`src/logic/fcr_pkg.sv`:
```
package fcr_pkg;

  // Clock rate in kHz, so that a time in ms times this gives cycles
  localparam int unsigned CLK_KHZ = 125000;

  // Times in ms, as the lamp and detectors must see them
  localparam int unsigned SELFTEST_MS = 2500;
  localparam int unsigned FLASH_MS = 400;
  localparam int unsigned DIGIT_GAP_MS = 1200;
  localparam int unsigned CODE_GAP_MS = 2400;
  localparam int unsigned O2_HOLD_MS = 10000;
  localparam int unsigned MAP_HOLD_MS = 2000;

  // Derived cycle counts; 10 s is 1.25e9 cycles and still fits 31 bits
  localparam int unsigned SELFTEST_CYC = SELFTEST_MS * CLK_KHZ;
  localparam int unsigned FLASH_CYC = FLASH_MS * CLK_KHZ;
  localparam int unsigned DIGIT_GAP_CYC = DIGIT_GAP_MS * CLK_KHZ;
  localparam int unsigned CODE_GAP_CYC = CODE_GAP_MS * CLK_KHZ;
  localparam int unsigned O2_HOLD_CYC = O2_HOLD_MS * CLK_KHZ;
  localparam int unsigned MAP_HOLD_CYC = MAP_HOLD_MS * CLK_KHZ;

  // Sizes
  localparam int unsigned TW = 31;
  localparam int unsigned SLOTS = 6;
  localparam logic [2:0] SLOTS_N = 3'h6;
  localparam logic [1:0] LAST_REP = 2'h2;
  localparam int unsigned NSRC = 21;
  localparam int unsigned NCMP = 4;

  // Fault source index of each detector that this block owns
  localparam int unsigned SRC_MAP_LOW = 2;
  localparam int unsigned SRC_MAP_HIGH = 3;
  localparam int unsigned SRC_O2_LOW = 6;
  localparam int unsigned SRC_O2_HIGH = 7;
  localparam int unsigned SRC_CAM_BAD = 15;

  // Comparator lanes: 0 oxygen low, 1 oxygen high, 2 pressure low, 3 pressure high
  localparam logic [NCMP-1:0][4:0] CMP_SRC = {5'h03, 5'h02, 5'h07, 5'h06};

  // Code shown when the store is empty
  localparam logic [7:0] CODE_ALL_OK = 8'h11;

  // Two BCD digits per source, index 0 at the right
  localparam logic [NSRC-1:0][7:0] CODE_TABLE = {
    8'h62, 8'h61, 8'h56, 8'h55, 8'h54, 8'h53, 8'h52, 8'h51, 8'h21,
    8'h45, 8'h35, 8'h43, 8'h33, 8'h42, 8'h32, 8'h41, 8'h31,
    8'h24, 8'h14, 8'h22, 8'h12};

  // Playback sequencer states
  typedef enum logic [3:0] {
    PB_IDLE = 4'h1,
    PB_ON = 4'h2,
    PB_OFF = 4'h4,
    PB_GAP = 4'h8
  } fcr_pb_state_e;

  // Whole state of the reporter
  typedef struct packed {
    logic key_s1;
    logic key_s2;
    logic key_q;
    logic btn_s1;
    logic btn_s2;
    logic st_run;
    logic [TW-1:0] st_timer;
    logic [SLOTS-1:0][7:0] codes;
    logic [2:0] count;
    logic [NSRC-1:0] seen;
    logic [NSRC-1:0] pend;
    logic [NCMP-1:0][TW-1:0] hold;
    fcr_pb_state_e pb_state;
    logic [TW-1:0] pb_timer;
    logic [3:0] pulses;
    logic digit;
    logic [1:0] rep;
    logic [2:0] idx;
    logic lamp;
    logic pb_active;
    logic [1:0] cyl;
    logic fallback;
  } fcr_state_s;

  localparam fcr_state_s STATE_RESET = '{pb_state: PB_IDLE, default: '0};

endpackage : fcr_pkg

```
`src/logic/fcr_blink_reporter.sv`:
```
`timescale 1ns/1ps
// Summary of operation
// Key-on lights lamp two to three seconds
// After self-test, stored code keeps lamp lit
// Held test button plays stored codes out
// Each flash: 0.4 s on, 0.4 s off
// Lamp off 1.2 s between digits
// Lamp off 2.4 s between codes
// Each code flashed three times in turn
// Store holds up to six codes
// After last code, wrap to first code
// Codes kept and played in arrival order
// Detected malfunction records code, lights lamp
// Only power removal clears the store
// Bad cam pattern while running sets 53
// Lost cam: keep last injection order
// Throttle, pressure, pump range codes
// Oxygen, coolant, intake air range codes
// Speed, oil, crank, voltage codes
// Controller internal fault codes 54-56
// Oxygen out of band 10 s sets 32/42
// Pressure off estimate 2 s sets 14/24
// Digit shown as that many flashes
// Empty store plays code 11

module fcr_blink_reporter #(
  parameter int unsigned SELFTEST_CYC = fcr_pkg::SELFTEST_CYC,
  parameter int unsigned FLASH_CYC = fcr_pkg::FLASH_CYC,
  parameter int unsigned DIGIT_GAP_CYC = fcr_pkg::DIGIT_GAP_CYC,
  parameter int unsigned CODE_GAP_CYC = fcr_pkg::CODE_GAP_CYC,
  parameter int unsigned O2_HOLD_CYC = fcr_pkg::O2_HOLD_CYC,
  parameter int unsigned MAP_HOLD_CYC = fcr_pkg::MAP_HOLD_CYC
) (
  // Clock and reset; reset stands for power removal
  input wire logic SYS_CLK,
  input wire logic RESETN,
  // Operator pins, asynchronous
  input wire logic KEY_ON,
  input wire logic TEST_BUTTON,
  // Fault reports from the detectors, one bit per code
  input wire logic [fcr_pkg::NSRC-1:0] FAULT_IN,
  // Comparator levels: oxygen low, oxygen high, pressure low, pressure high
  input wire logic [fcr_pkg::NCMP-1:0] CMP_LEVEL,
  // Engine and cam position status
  input wire logic ENGINE_RUN,
  input wire logic CAM_SYNC,
  input wire logic CAM_PATTERN_BAD,
  input wire logic CAM_LOST,
  input wire logic INJ_STEP,
  // Lamp and status
  output logic FAULT_LAMP,
  output logic PLAYBACK_ACTIVE,
  output logic [2:0] CODE_COUNT,
  // Injection order
  output logic [1:0] INJ_CYL,
  output logic INJ_FALLBACK
);

  fcr_pkg::fcr_state_s q;
  fcr_pkg::fcr_state_s d;

  logic [fcr_pkg::NSRC-1:0] src;
  logic [fcr_pkg::NCMP-1:0][fcr_pkg::TW-1:0] hold_lim;
  logic [fcr_pkg::TW-1:0] pb_lim;
  logic pb_done;
  logic go;
  logic found;
  logic [4:0] sel;
  logic [7:0] cur_code;
  logic [7:0] nxt_code;
  logic [2:0] nxt_idx;
  logic wrap;

  // Hold limits per comparator lane
  always_comb begin
    hold_lim[0] = fcr_pkg::TW'(O2_HOLD_CYC - 1);
    hold_lim[1] = fcr_pkg::TW'(O2_HOLD_CYC - 1);
    hold_lim[2] = fcr_pkg::TW'(MAP_HOLD_CYC - 1);
    hold_lim[3] = fcr_pkg::TW'(MAP_HOLD_CYC - 1);
  end

  // Code under playback and the code that follows it
  always_comb begin
    wrap = (q.count == 3'h0) || (3'(q.idx + 3'h1) >= q.count);
    nxt_idx = (q.rep == fcr_pkg::LAST_REP) ? (wrap ? 3'h0 : 3'(q.idx + 3'h1)) : q.idx;
    if (q.count == 3'h0) begin
      cur_code = fcr_pkg::CODE_ALL_OK;
      nxt_code = fcr_pkg::CODE_ALL_OK;
    end else begin
      cur_code = q.codes[q.idx];
      nxt_code = q.codes[nxt_idx];
    end
  end

  // Length of the current lamp phase
  always_comb begin
    case (q.pb_state)
      fcr_pkg::PB_ON: pb_lim = fcr_pkg::TW'(FLASH_CYC - 1);
      fcr_pkg::PB_OFF: pb_lim = fcr_pkg::TW'(FLASH_CYC - 1);
      fcr_pkg::PB_GAP: begin
        if (q.digit) begin
          pb_lim = fcr_pkg::TW'(CODE_GAP_CYC - 1);
        end else begin
          pb_lim = fcr_pkg::TW'(DIGIT_GAP_CYC - 1);
        end
      end
      default: pb_lim = '0;
    endcase
    pb_done = (q.pb_timer == pb_lim);
  end

  // Next state of the whole reporter
  always_comb begin
    d = q;
    src = FAULT_IN;

    // Key and button pins pass two flops before anything reads them
    d.key_s1 = KEY_ON;
    d.key_s2 = q.key_s1;
    d.btn_s1 = TEST_BUTTON;
    d.btn_s2 = q.btn_s1;
    d.key_q = q.key_s2;

    // Self-test starts on each key-on and is dropped at key-off
    if (!q.key_s2) begin
      d.st_run = 1'b0;
      d.st_timer = '0;
    end else if (!q.key_q) begin
      d.st_run = 1'b1;
      d.st_timer = '0;
    end else if (q.st_run) begin
      if (q.st_timer == fcr_pkg::TW'(SELFTEST_CYC - 1)) begin
        d.st_run = 1'b0;
      end else begin
        d.st_timer = fcr_pkg::TW'(q.st_timer + 1'b1);
      end
    end

    // Persistence counters; a level break restarts the count
    for (int i = 0; i < fcr_pkg::NCMP; i++) begin
      if (!CMP_LEVEL[i]) begin
        d.hold[i] = '0;
      end else if (q.hold[i] == hold_lim[i]) begin
        src[fcr_pkg::CMP_SRC[i]] = 1'b1;
      end else begin
        d.hold[i] = fcr_pkg::TW'(q.hold[i] + 1'b1);
      end
    end

    // A bad cam pattern only counts with the engine turning
    if (CAM_PATTERN_BAD && ENGINE_RUN) begin
      src[fcr_pkg::SRC_CAM_BAD] = 1'b1;
    end

    // Each code is taken once; pending ones wait for their turn
    for (int i = 0; i < fcr_pkg::NSRC; i++) begin
      if (src[i] && !q.seen[i]) begin
        d.seen[i] = 1'b1;
        d.pend[i] = 1'b1;
      end
    end

    // Lowest pending source is written first, one per cycle
    found = 1'b0;
    sel = '0;
    for (int i = fcr_pkg::NSRC - 1; i >= 0; i--) begin
      if (q.pend[i]) begin
        found = 1'b1;
        sel = 5'(i);
      end
    end
    if (found) begin
      d.pend[sel] = 1'b0;
      // A full store drops later codes rather than reordering
      if (q.count < fcr_pkg::SLOTS_N) begin
        d.codes[q.count] = fcr_pkg::CODE_TABLE[sel];
        d.count = 3'(q.count + 3'h1);
      end
    end

    // Playback is offered only after the self-test ends
    go = q.btn_s2 && q.key_s2 && !q.st_run;
    if (!go) begin
      d.pb_state = fcr_pkg::PB_IDLE;
      d.pb_timer = '0;
    end else begin
      d.pb_timer = pb_done ? '0 : fcr_pkg::TW'(q.pb_timer + 1'b1);
      case (q.pb_state)
        fcr_pkg::PB_IDLE: begin
          d.pb_state = fcr_pkg::PB_ON;
          d.pb_timer = '0;
          d.idx = 3'h0;
          d.rep = 2'h0;
          d.digit = 1'b0;
          d.pulses = cur_code[7:4];
          if (q.count == 3'h0) begin
            d.pulses = fcr_pkg::CODE_ALL_OK[7:4];
          end else begin
            d.pulses = q.codes[0][7:4];
          end
        end
        fcr_pkg::PB_ON: begin
          if (pb_done) begin
            if (q.pulses > 4'h1) begin
              d.pb_state = fcr_pkg::PB_OFF;
              d.pulses = 4'(q.pulses - 4'h1);
            end else begin
              d.pb_state = fcr_pkg::PB_GAP;
            end
          end
        end
        fcr_pkg::PB_OFF: begin
          if (pb_done) begin
            d.pb_state = fcr_pkg::PB_ON;
          end
        end
        fcr_pkg::PB_GAP: begin
          if (pb_done) begin
            d.pb_state = fcr_pkg::PB_ON;
            if (!q.digit) begin
              d.digit = 1'b1;
              d.pulses = cur_code[3:0];
            end else begin
              d.digit = 1'b0;
              d.idx = nxt_idx;
              d.rep = (q.rep == fcr_pkg::LAST_REP) ? 2'h0 : 2'(q.rep + 2'h1);
              d.pulses = nxt_code[7:4];
            end
          end
        end
        default: d.pb_state = fcr_pkg::PB_IDLE;
      endcase
    end

    // Lamp: self-test wins, then playback, then the steady warning
    if (!q.key_s2) begin
      d.lamp = 1'b0;
    end else if (q.st_run) begin
      d.lamp = 1'b1;
    end else if (go && (q.pb_state != fcr_pkg::PB_IDLE)) begin
      d.lamp = (q.pb_state == fcr_pkg::PB_ON);
    end else begin
      d.lamp = (q.count != 3'h0);
    end
    d.pb_active = go;

    // Cam sync sets the order; without it, steps carry the last order on
    if (CAM_SYNC && !CAM_LOST) begin
      d.cyl = 2'h0;
    end else if (INJ_STEP) begin
      d.cyl = 2'(q.cyl + 2'h1);
    end
    d.fallback = CAM_LOST;
  end

  // State register; codes survive everything but reset
  always_ff @(posedge SYS_CLK) begin
    if (!RESETN) begin
      q <= fcr_pkg::STATE_RESET;
    end else begin
      q <= d;
    end
  end

  // Outputs straight from the state flops
  assign FAULT_LAMP = q.lamp;
  assign PLAYBACK_ACTIVE = q.pb_active;
  assign CODE_COUNT = q.count;
  assign INJ_CYL = q.cyl;
  assign INJ_FALLBACK = q.fallback;

endmodule : fcr_blink_reporter

```
`config.mk`:
```
export PLATFORM = sky130hd
export DESIGN_NAME = fcr_blink_reporter
export DESIGN_NICKNAME = d
export VERILOG_FILES = /design/src/logic/fcr_pkg.sv /design/src/logic/fcr_blink_reporter.sv
export SDC_FILE = /design/constraint.sdc
export NUM_CORES = 1
export LEC_CHECK = 0
export BUFFER_PORTS_ARGS = -buffer_cell sky130_fd_sc_hd__buf_4
export CORE_ASPECT_RATIO = 0.5
export CORE_MARGIN = 2
export CORE_UTILIZATION = 50
export CTS_CLUSTER_DIAMETER = 100
export CTS_CLUSTER_SIZE = 16
export DETAILED_ROUTE_END_ITERATION = 10
export PLACE_DENSITY_LB_ADDON = 0.3
export SLEW_MARGIN = 15
export SYNTH_ARGS = -nofsm -noshare
export SYNTH_HDL_FRONTEND = slang
export SYNTH_SLANG_ARGS = --single-unit
```
`constraint.sdc`:
```
create_clock -name SYS_CLK -period 3 [get_ports SYS_CLK]
set_input_delay 0.15 -clock SYS_CLK [delete_from_list [all_inputs] [get_ports SYS_CLK]]
set_output_delay 0.15 -clock SYS_CLK [all_outputs]
set_load 0.1 [all_outputs]
```
Word level (Yosys, flattened, before mapping)
Memories as Yosys holds them, arrays and structs flattened.
Index checks and enable logic that the tools add are counted.
Storage, ports and cells
  flip-flop bits (word level): 304
  memory bits (read-only): 256
  bits of input ports: 34
  output and inout bits: 8
  logic and storage cells: 274
  memories kept: 1
Memory list
  (no name shown): depth 32, width 8, read ports 1, clocked after Yosys merged registers in 0, wr ports 0, line fcr_blink_reporter.sv:176  | d.codes[q.count] = fcr_pkg::CODE_TABLE[sel];
Cells by class
  add/subtract/negate cells: 11
  $lt $le $gt $ge: 9
  equal/unequal tests: 17
  multiplexer cells: 108
  bitwise gates (word level): 5
  reduce and logical (&&, ||, !) cells: 73
Operators with widths (number)
  adder 31 x 1 -> 31 bit (second input constant): 6
  2-to-1 mux 5 bit: 23
  2-to-1 mux 32 bit: 2
  == test 31 x 28 -> 1 bit (second input constant): 2
  == test 31 bit (second input constant): 2
  one-hot mux 29 bit (2 select lines): 1
  2-to-1 mux 1 bit: 55
  binary-select mux 8 bit (select 3 bit): 2
  bitwise mux 48 bit: 1
  2-to-1 mux 4 bit: 8
  2-to-1 mux 8 bit: 4
  == test 31 x 29 -> 1 bit (second input constant): 1
  == test 31 bit: 1
  2-to-1 mux 31 bit: 1
  2-to-1 mux 29 bit: 1
  logical AND 1 bit: 28
  demux 8 bit (select 3 bit): 1
  one-hot mux 4 bit (3 select lines): 2
  logical NOT 1 bit: 23
  AND 21 bit: 1
  2-to-1 mux 21 bit: 1
  NOT 21 bit: 1
  AND reduction 2 bit: 9
  < comparator 3 x 4 -> 1 bit (second input constant): 3
  32 further kinds: 44

Logic depth before layout (Yosys ltp)
  word-level depth: 28
  gate-level depth with buffers: 12

Worst setup path before layout
Ideal clock, no wire load.
  kind: reg-to-reg
  from: register q[46] (netlist bit)
  to: register q[8] (netlist bit)
  arrival: 2816 ps
  setup slack: 118 ps
  stages on the path, launching flop included: 10
  buffers on the path: 2
  clock period less this slack: 2882 ps
  path through: dfxtp_1 buf_6 nor4b_4 nor2_2 or3_1 or4_1 or4_1 buf_2 a2111o_1 a21oi_2
On the way
  word-level cells in the longest chain between the ends: 6
Ends and longest elaborated chain
  from (decl): line fcr_blink_reporter.sv:59  | fcr_pkg::fcr_state_s q;
  from (signal assigned): line fcr_blink_reporter.sv:259  | q <= fcr_pkg::STATE_RESET;
  == test 4 x 2 -> 1 bit / == test 4 x 3 -> 1 bit (equally long branches): line fcr_blink_reporter.sv:97  | case (q.pb_state)
  OR reduction 2 bit (no line)
  one-hot mux 29 bit (2 select lines): line fcr_blink_reporter.sv:97
  == test 31 bit: line fcr_blink_reporter.sv:109  | pb_done = (q.pb_timer == pb_lim);
  != test 2 bit (no line)
  AND reduction 4 bit (no line)
Several ways; a longest one is shown, not always the timed one.
A chain may end at the register's enable or synchronous reset.

Worst setup path in the final report
Same ends and word-level chain as after synthesis.

==> impl_metrics.csv <==
group,metric,value,unit
run_status,status,"finished, final reports clean",
detailed_routing,drc,0,
detailed_routing,dr.pass1.iters,6,
cts,cts_made_buffers,22,
detailed_routing,dr.first_iter.drc_count,800,
detailed_routing,viasPerCell,5.67,
synthesis,synthAdderAreaFrac,1.64,%
pwr,powerDensity,493,mW/mm^2
floorplanning,die_width,239,um
synthesis,yosys.area_share.simple,28.7,%
detailed_routing,routed_wl,30600,um
timing,hold_viol_final,0,
cts,cts_buffer_depth,3,
floorplanning,die_h,121,um
worst_setup_path,critPathRequiredTime,3.47,ns
synthesis,synth-seq-area-share,42.5,%
synthesis,async_reset_ff_share,0,%
grt,grt-ovfl-total,0,
pwr,p_leak,5.35,nW
timing,rsz0062_at_grt,"false",
synthesis,syn_avg_cell_area,8.39,sq um
pwr,peakVddDrop,0.361,mV
detailed_routing,wl_per_cell,14.9,um
synthesis,muxShareOfSynthArea,2.27,%
timing,slew_headroom,30.8,%
grt,grt_pass1_wl,53100,um
synthesis,synthXorXnorAreaFrac,10.1,%
finish,nFillCells,2326,
worst_setup_path,critPathLaunchType,"flip-flop",
synthesis,synthesis.instances,1641,
timing,min_period_over_period,96.3,%
finish,layout-drive-gt1-share,7.80,%
synthesis,synth_compound_area_share,11.0,%
cts,h-tree-depth,1,
finish,layout.nets,1757,
timing,fin_skew,0.0236,ns
finish,insertedDiodeCount,0,
grt,grt_max_degree,50,
timing,layout_setup_ws,0.110,ns
synthesis,syn_area,0.0138,sq mm
grt,grt_usage,21.5,%
worst_setup_path,cp_max_fo,5,
floorplanning,fp.coreArea,0.0267,sq mm
floorplanning,initial_core_util,51.5,%
placed_design,place_ws,0.0661,ns
worst_setup_path,criticalPathCategory,"reg -> reg",
floorplanning,die-area,0.0289,sq mm
detailed_routing,ant_nets,0,
floorplanning,ioPinCount,42,
cts,worst_skew_pair.late_latency,0.53,ns
flow_run,maxCapViolCount,0,
grt,grt_pass1_vias,11400,
synthesis,synth_nets,1693,
cts,cts.reportedPaths.clkPinSlew,0.07,ns
timing,fmax,346,MHz
cts,ctsRootBufferMaster,"clkbuf_16",
grt,grt_antenna_before_repair,0,
worst_setup_path,crit_arrival,3.36,ns
detailed_routing,vias,11700,
worst_setup_path,reg2reg_setup_slack,0.11,ns
worst_hold_path,holdCritPathClass,"in -> reg",
placed_design,hpwl,21500,um
cts,cts.sinks,292,
timing,layout_min_cycle_time,2.89,ns
worst_setup_path,end_kind,"flip-flop",
placed_design,gp_congestion,0.901,
synthesis,yosysUniqueCellTypes,80,
placed_design,portBuffers,41,
synthesis,synth_top_family_by_area,"simple AND/OR/NAND/NOR gates",
synthesis,yosys_warnings,0,
finish,synthToLayoutAreaGrowth,11.2,%
timing,setup_viol,0,
synthesis,synth-main-ff-cell,"dfxtp_1",
synthesis,ys_ff_latch,292,
cts,cts_tree,"done",
timing,setup_tns,0,ns
timing,worst_pin_slew,1.04,ns
timing,slew_violations,0,
floorplanning,row_count,42,
synthesis,synth_edf_count,0,
cell families after synthesis:
kind of cell	after synthesis
AOI/OAI and AO/OA	256
adders and majority gates	18
and+or+nand+nor	782
DFF	292
buffers and inverters	108
xor gates and xnor gates	158
muxes	27
stage by stage:
step,utilization (%),instance area [sq um],power [mW],hold WS [ns],std cells
detailed placement,53.9,14400,4.93,0.366,2004
finish,57.2,15300,7.54,0.0507,2057
global placement,53.9,14400,4.90,0.358,2004
floorplan,-,13800,4.67,0.266,1641
global route,57.2,15300,7.85,0.103,2057
CTS,57.1,15300,7.59,0.0323,2057
worst max-delay path, stage by stage, from the launching register on:
cell and delay [ns]:
dfxtp_1 0.35, nor2_1 0.30, a21oi_1 0.16, or3_1 0.36
or4_1 0.49, or4_1 0.58, a2111o_1 0.46, a21oi_2 0.13
path summary, 6_finish.rpt:
kind,startpoint,endpoint,cells after the start
max,q[46],q[8],7
min,CMP_LEVEL[3],q[177],5
max reg2reg,q[46],q[8],7
min reg2reg,q[195],q[174],1
cells in the mapped netlist (3+ instances only):
cell type,instances,area share (%)
nor3_1,36,1.3
or3_1,36,1.6
xor2_1,87,5.5
a221oi_1,4,0.25
nand2_1,111,3.0
clkbuf_8,4,0.40
nand4_1,47,2.1
and4_1,23,1.5
nor4bb_1,7,0.51
a22oi_1,5,0.27
or4_1,7,0.38
clkbuf_1,45,1.2
buf_4,8,0.44
nand2b_1,8,0.36
a211oi_1,3,0.16
nor3b_1,9,0.49
a31oi_1,9,0.41
mux2_2,4,0.33
or3b_2,3,0.19
nor2b_1,26,1.2
nand3_1,89,3.2
nand3b_1,3,0.16
o211ai_1,6,0.33
nor2_1,282,7.7
a21oi_1,88,3.2
nor4_1,22,1.0
and2_1,18,0.82
a31o_2,3,0.19
ha_1,18,1.6
a311oi_1,4,0.25
and3_1,26,1.2
nor4b_1,11,0.70
o2111ai_1,7,0.45
o221ai_1,3,0.19
dfxtp_1,292,42
o31ai_1,6,0.33
o21ai_0,92,3.3
mux4_2,3,0.49
mux2i_1,20,1.5
inv_1,42,1.1
xnor2_1,71,4.5
o21a_1,4,0.22
buf_2,3,0.11
or2_2,5,0.23
state kept, by name, summed over array words and instances, names as in the netlist:
signal / cells
INJ_FALLBACK: 1
q: 281
FAULT_LAMP: 1
CODE_COUNT: 3
d: 3
INJ_CYL: 2
PLAYBACK_ACTIVE: 1
layout by cell type, fill, tap and decap left out, types with 42 or more instances in the layout:
master   synthesis  routed
dfxtp_1        292     290
nor2_1         282     282
nand2_1        111     111
o21ai_0         92      92
nand3_1         89      89
a21oi_1         88      88
xor2_1          87      87
buf_4            8      74
xnor2_1         71      71
nand4_1         47      47
inv_1           42      42
where the power goes:
group          total [mW]  internal (mW)  switching, mW
sequential           4.09           3.99         0.0954
clock                2.65           1.32           1.33
combinational       0.800          0.299          0.501
final cells by class:
| cell class | instances | area, sq um | share of cell area (%) |
|---|---|---|---|
| clock buffer | 22 | 551 | 3.60 |
| multi-input combinational | 1241 | 7400 | 48.3 |
| clock inverter | 2 | 32.5 | 0.213 |
| tap | 352 | 440 | 2.88 |
| sequential | 292 | 5850 | 38.2 |
| inverter | 44 | 165 | 1.08 |
| timing repair buffer | 104 | 866 | 5.66 |
metal layers:
| metal | up-vias | global-route usage [%] | part of all wire [%] |
|---|---|---|---|
| li1 | 5852 | - | - |
| met1 | 5561 | 29.2 | 48 |
| met2 | 218 | 36.4 | 46 |
| met3 | 38 | 3.23 | 4.0 |
| met4 | 0 | 4.92 | 1.9 |
| met5 | - | 0 | 0 |
repair_timing:
| action | in CTS | in global routing |
|---|---|---|
| buffers inserted | 0 | 0 |
| endpoints found under the hold margin | 29 | 0 |
| hold buffers | 29 | 0 |
| gates resized for setup | 0 | 5 |
| setup endpoints to repair | 0 | 34 |
Note: power is estimated with default switching activity, not from simulation.
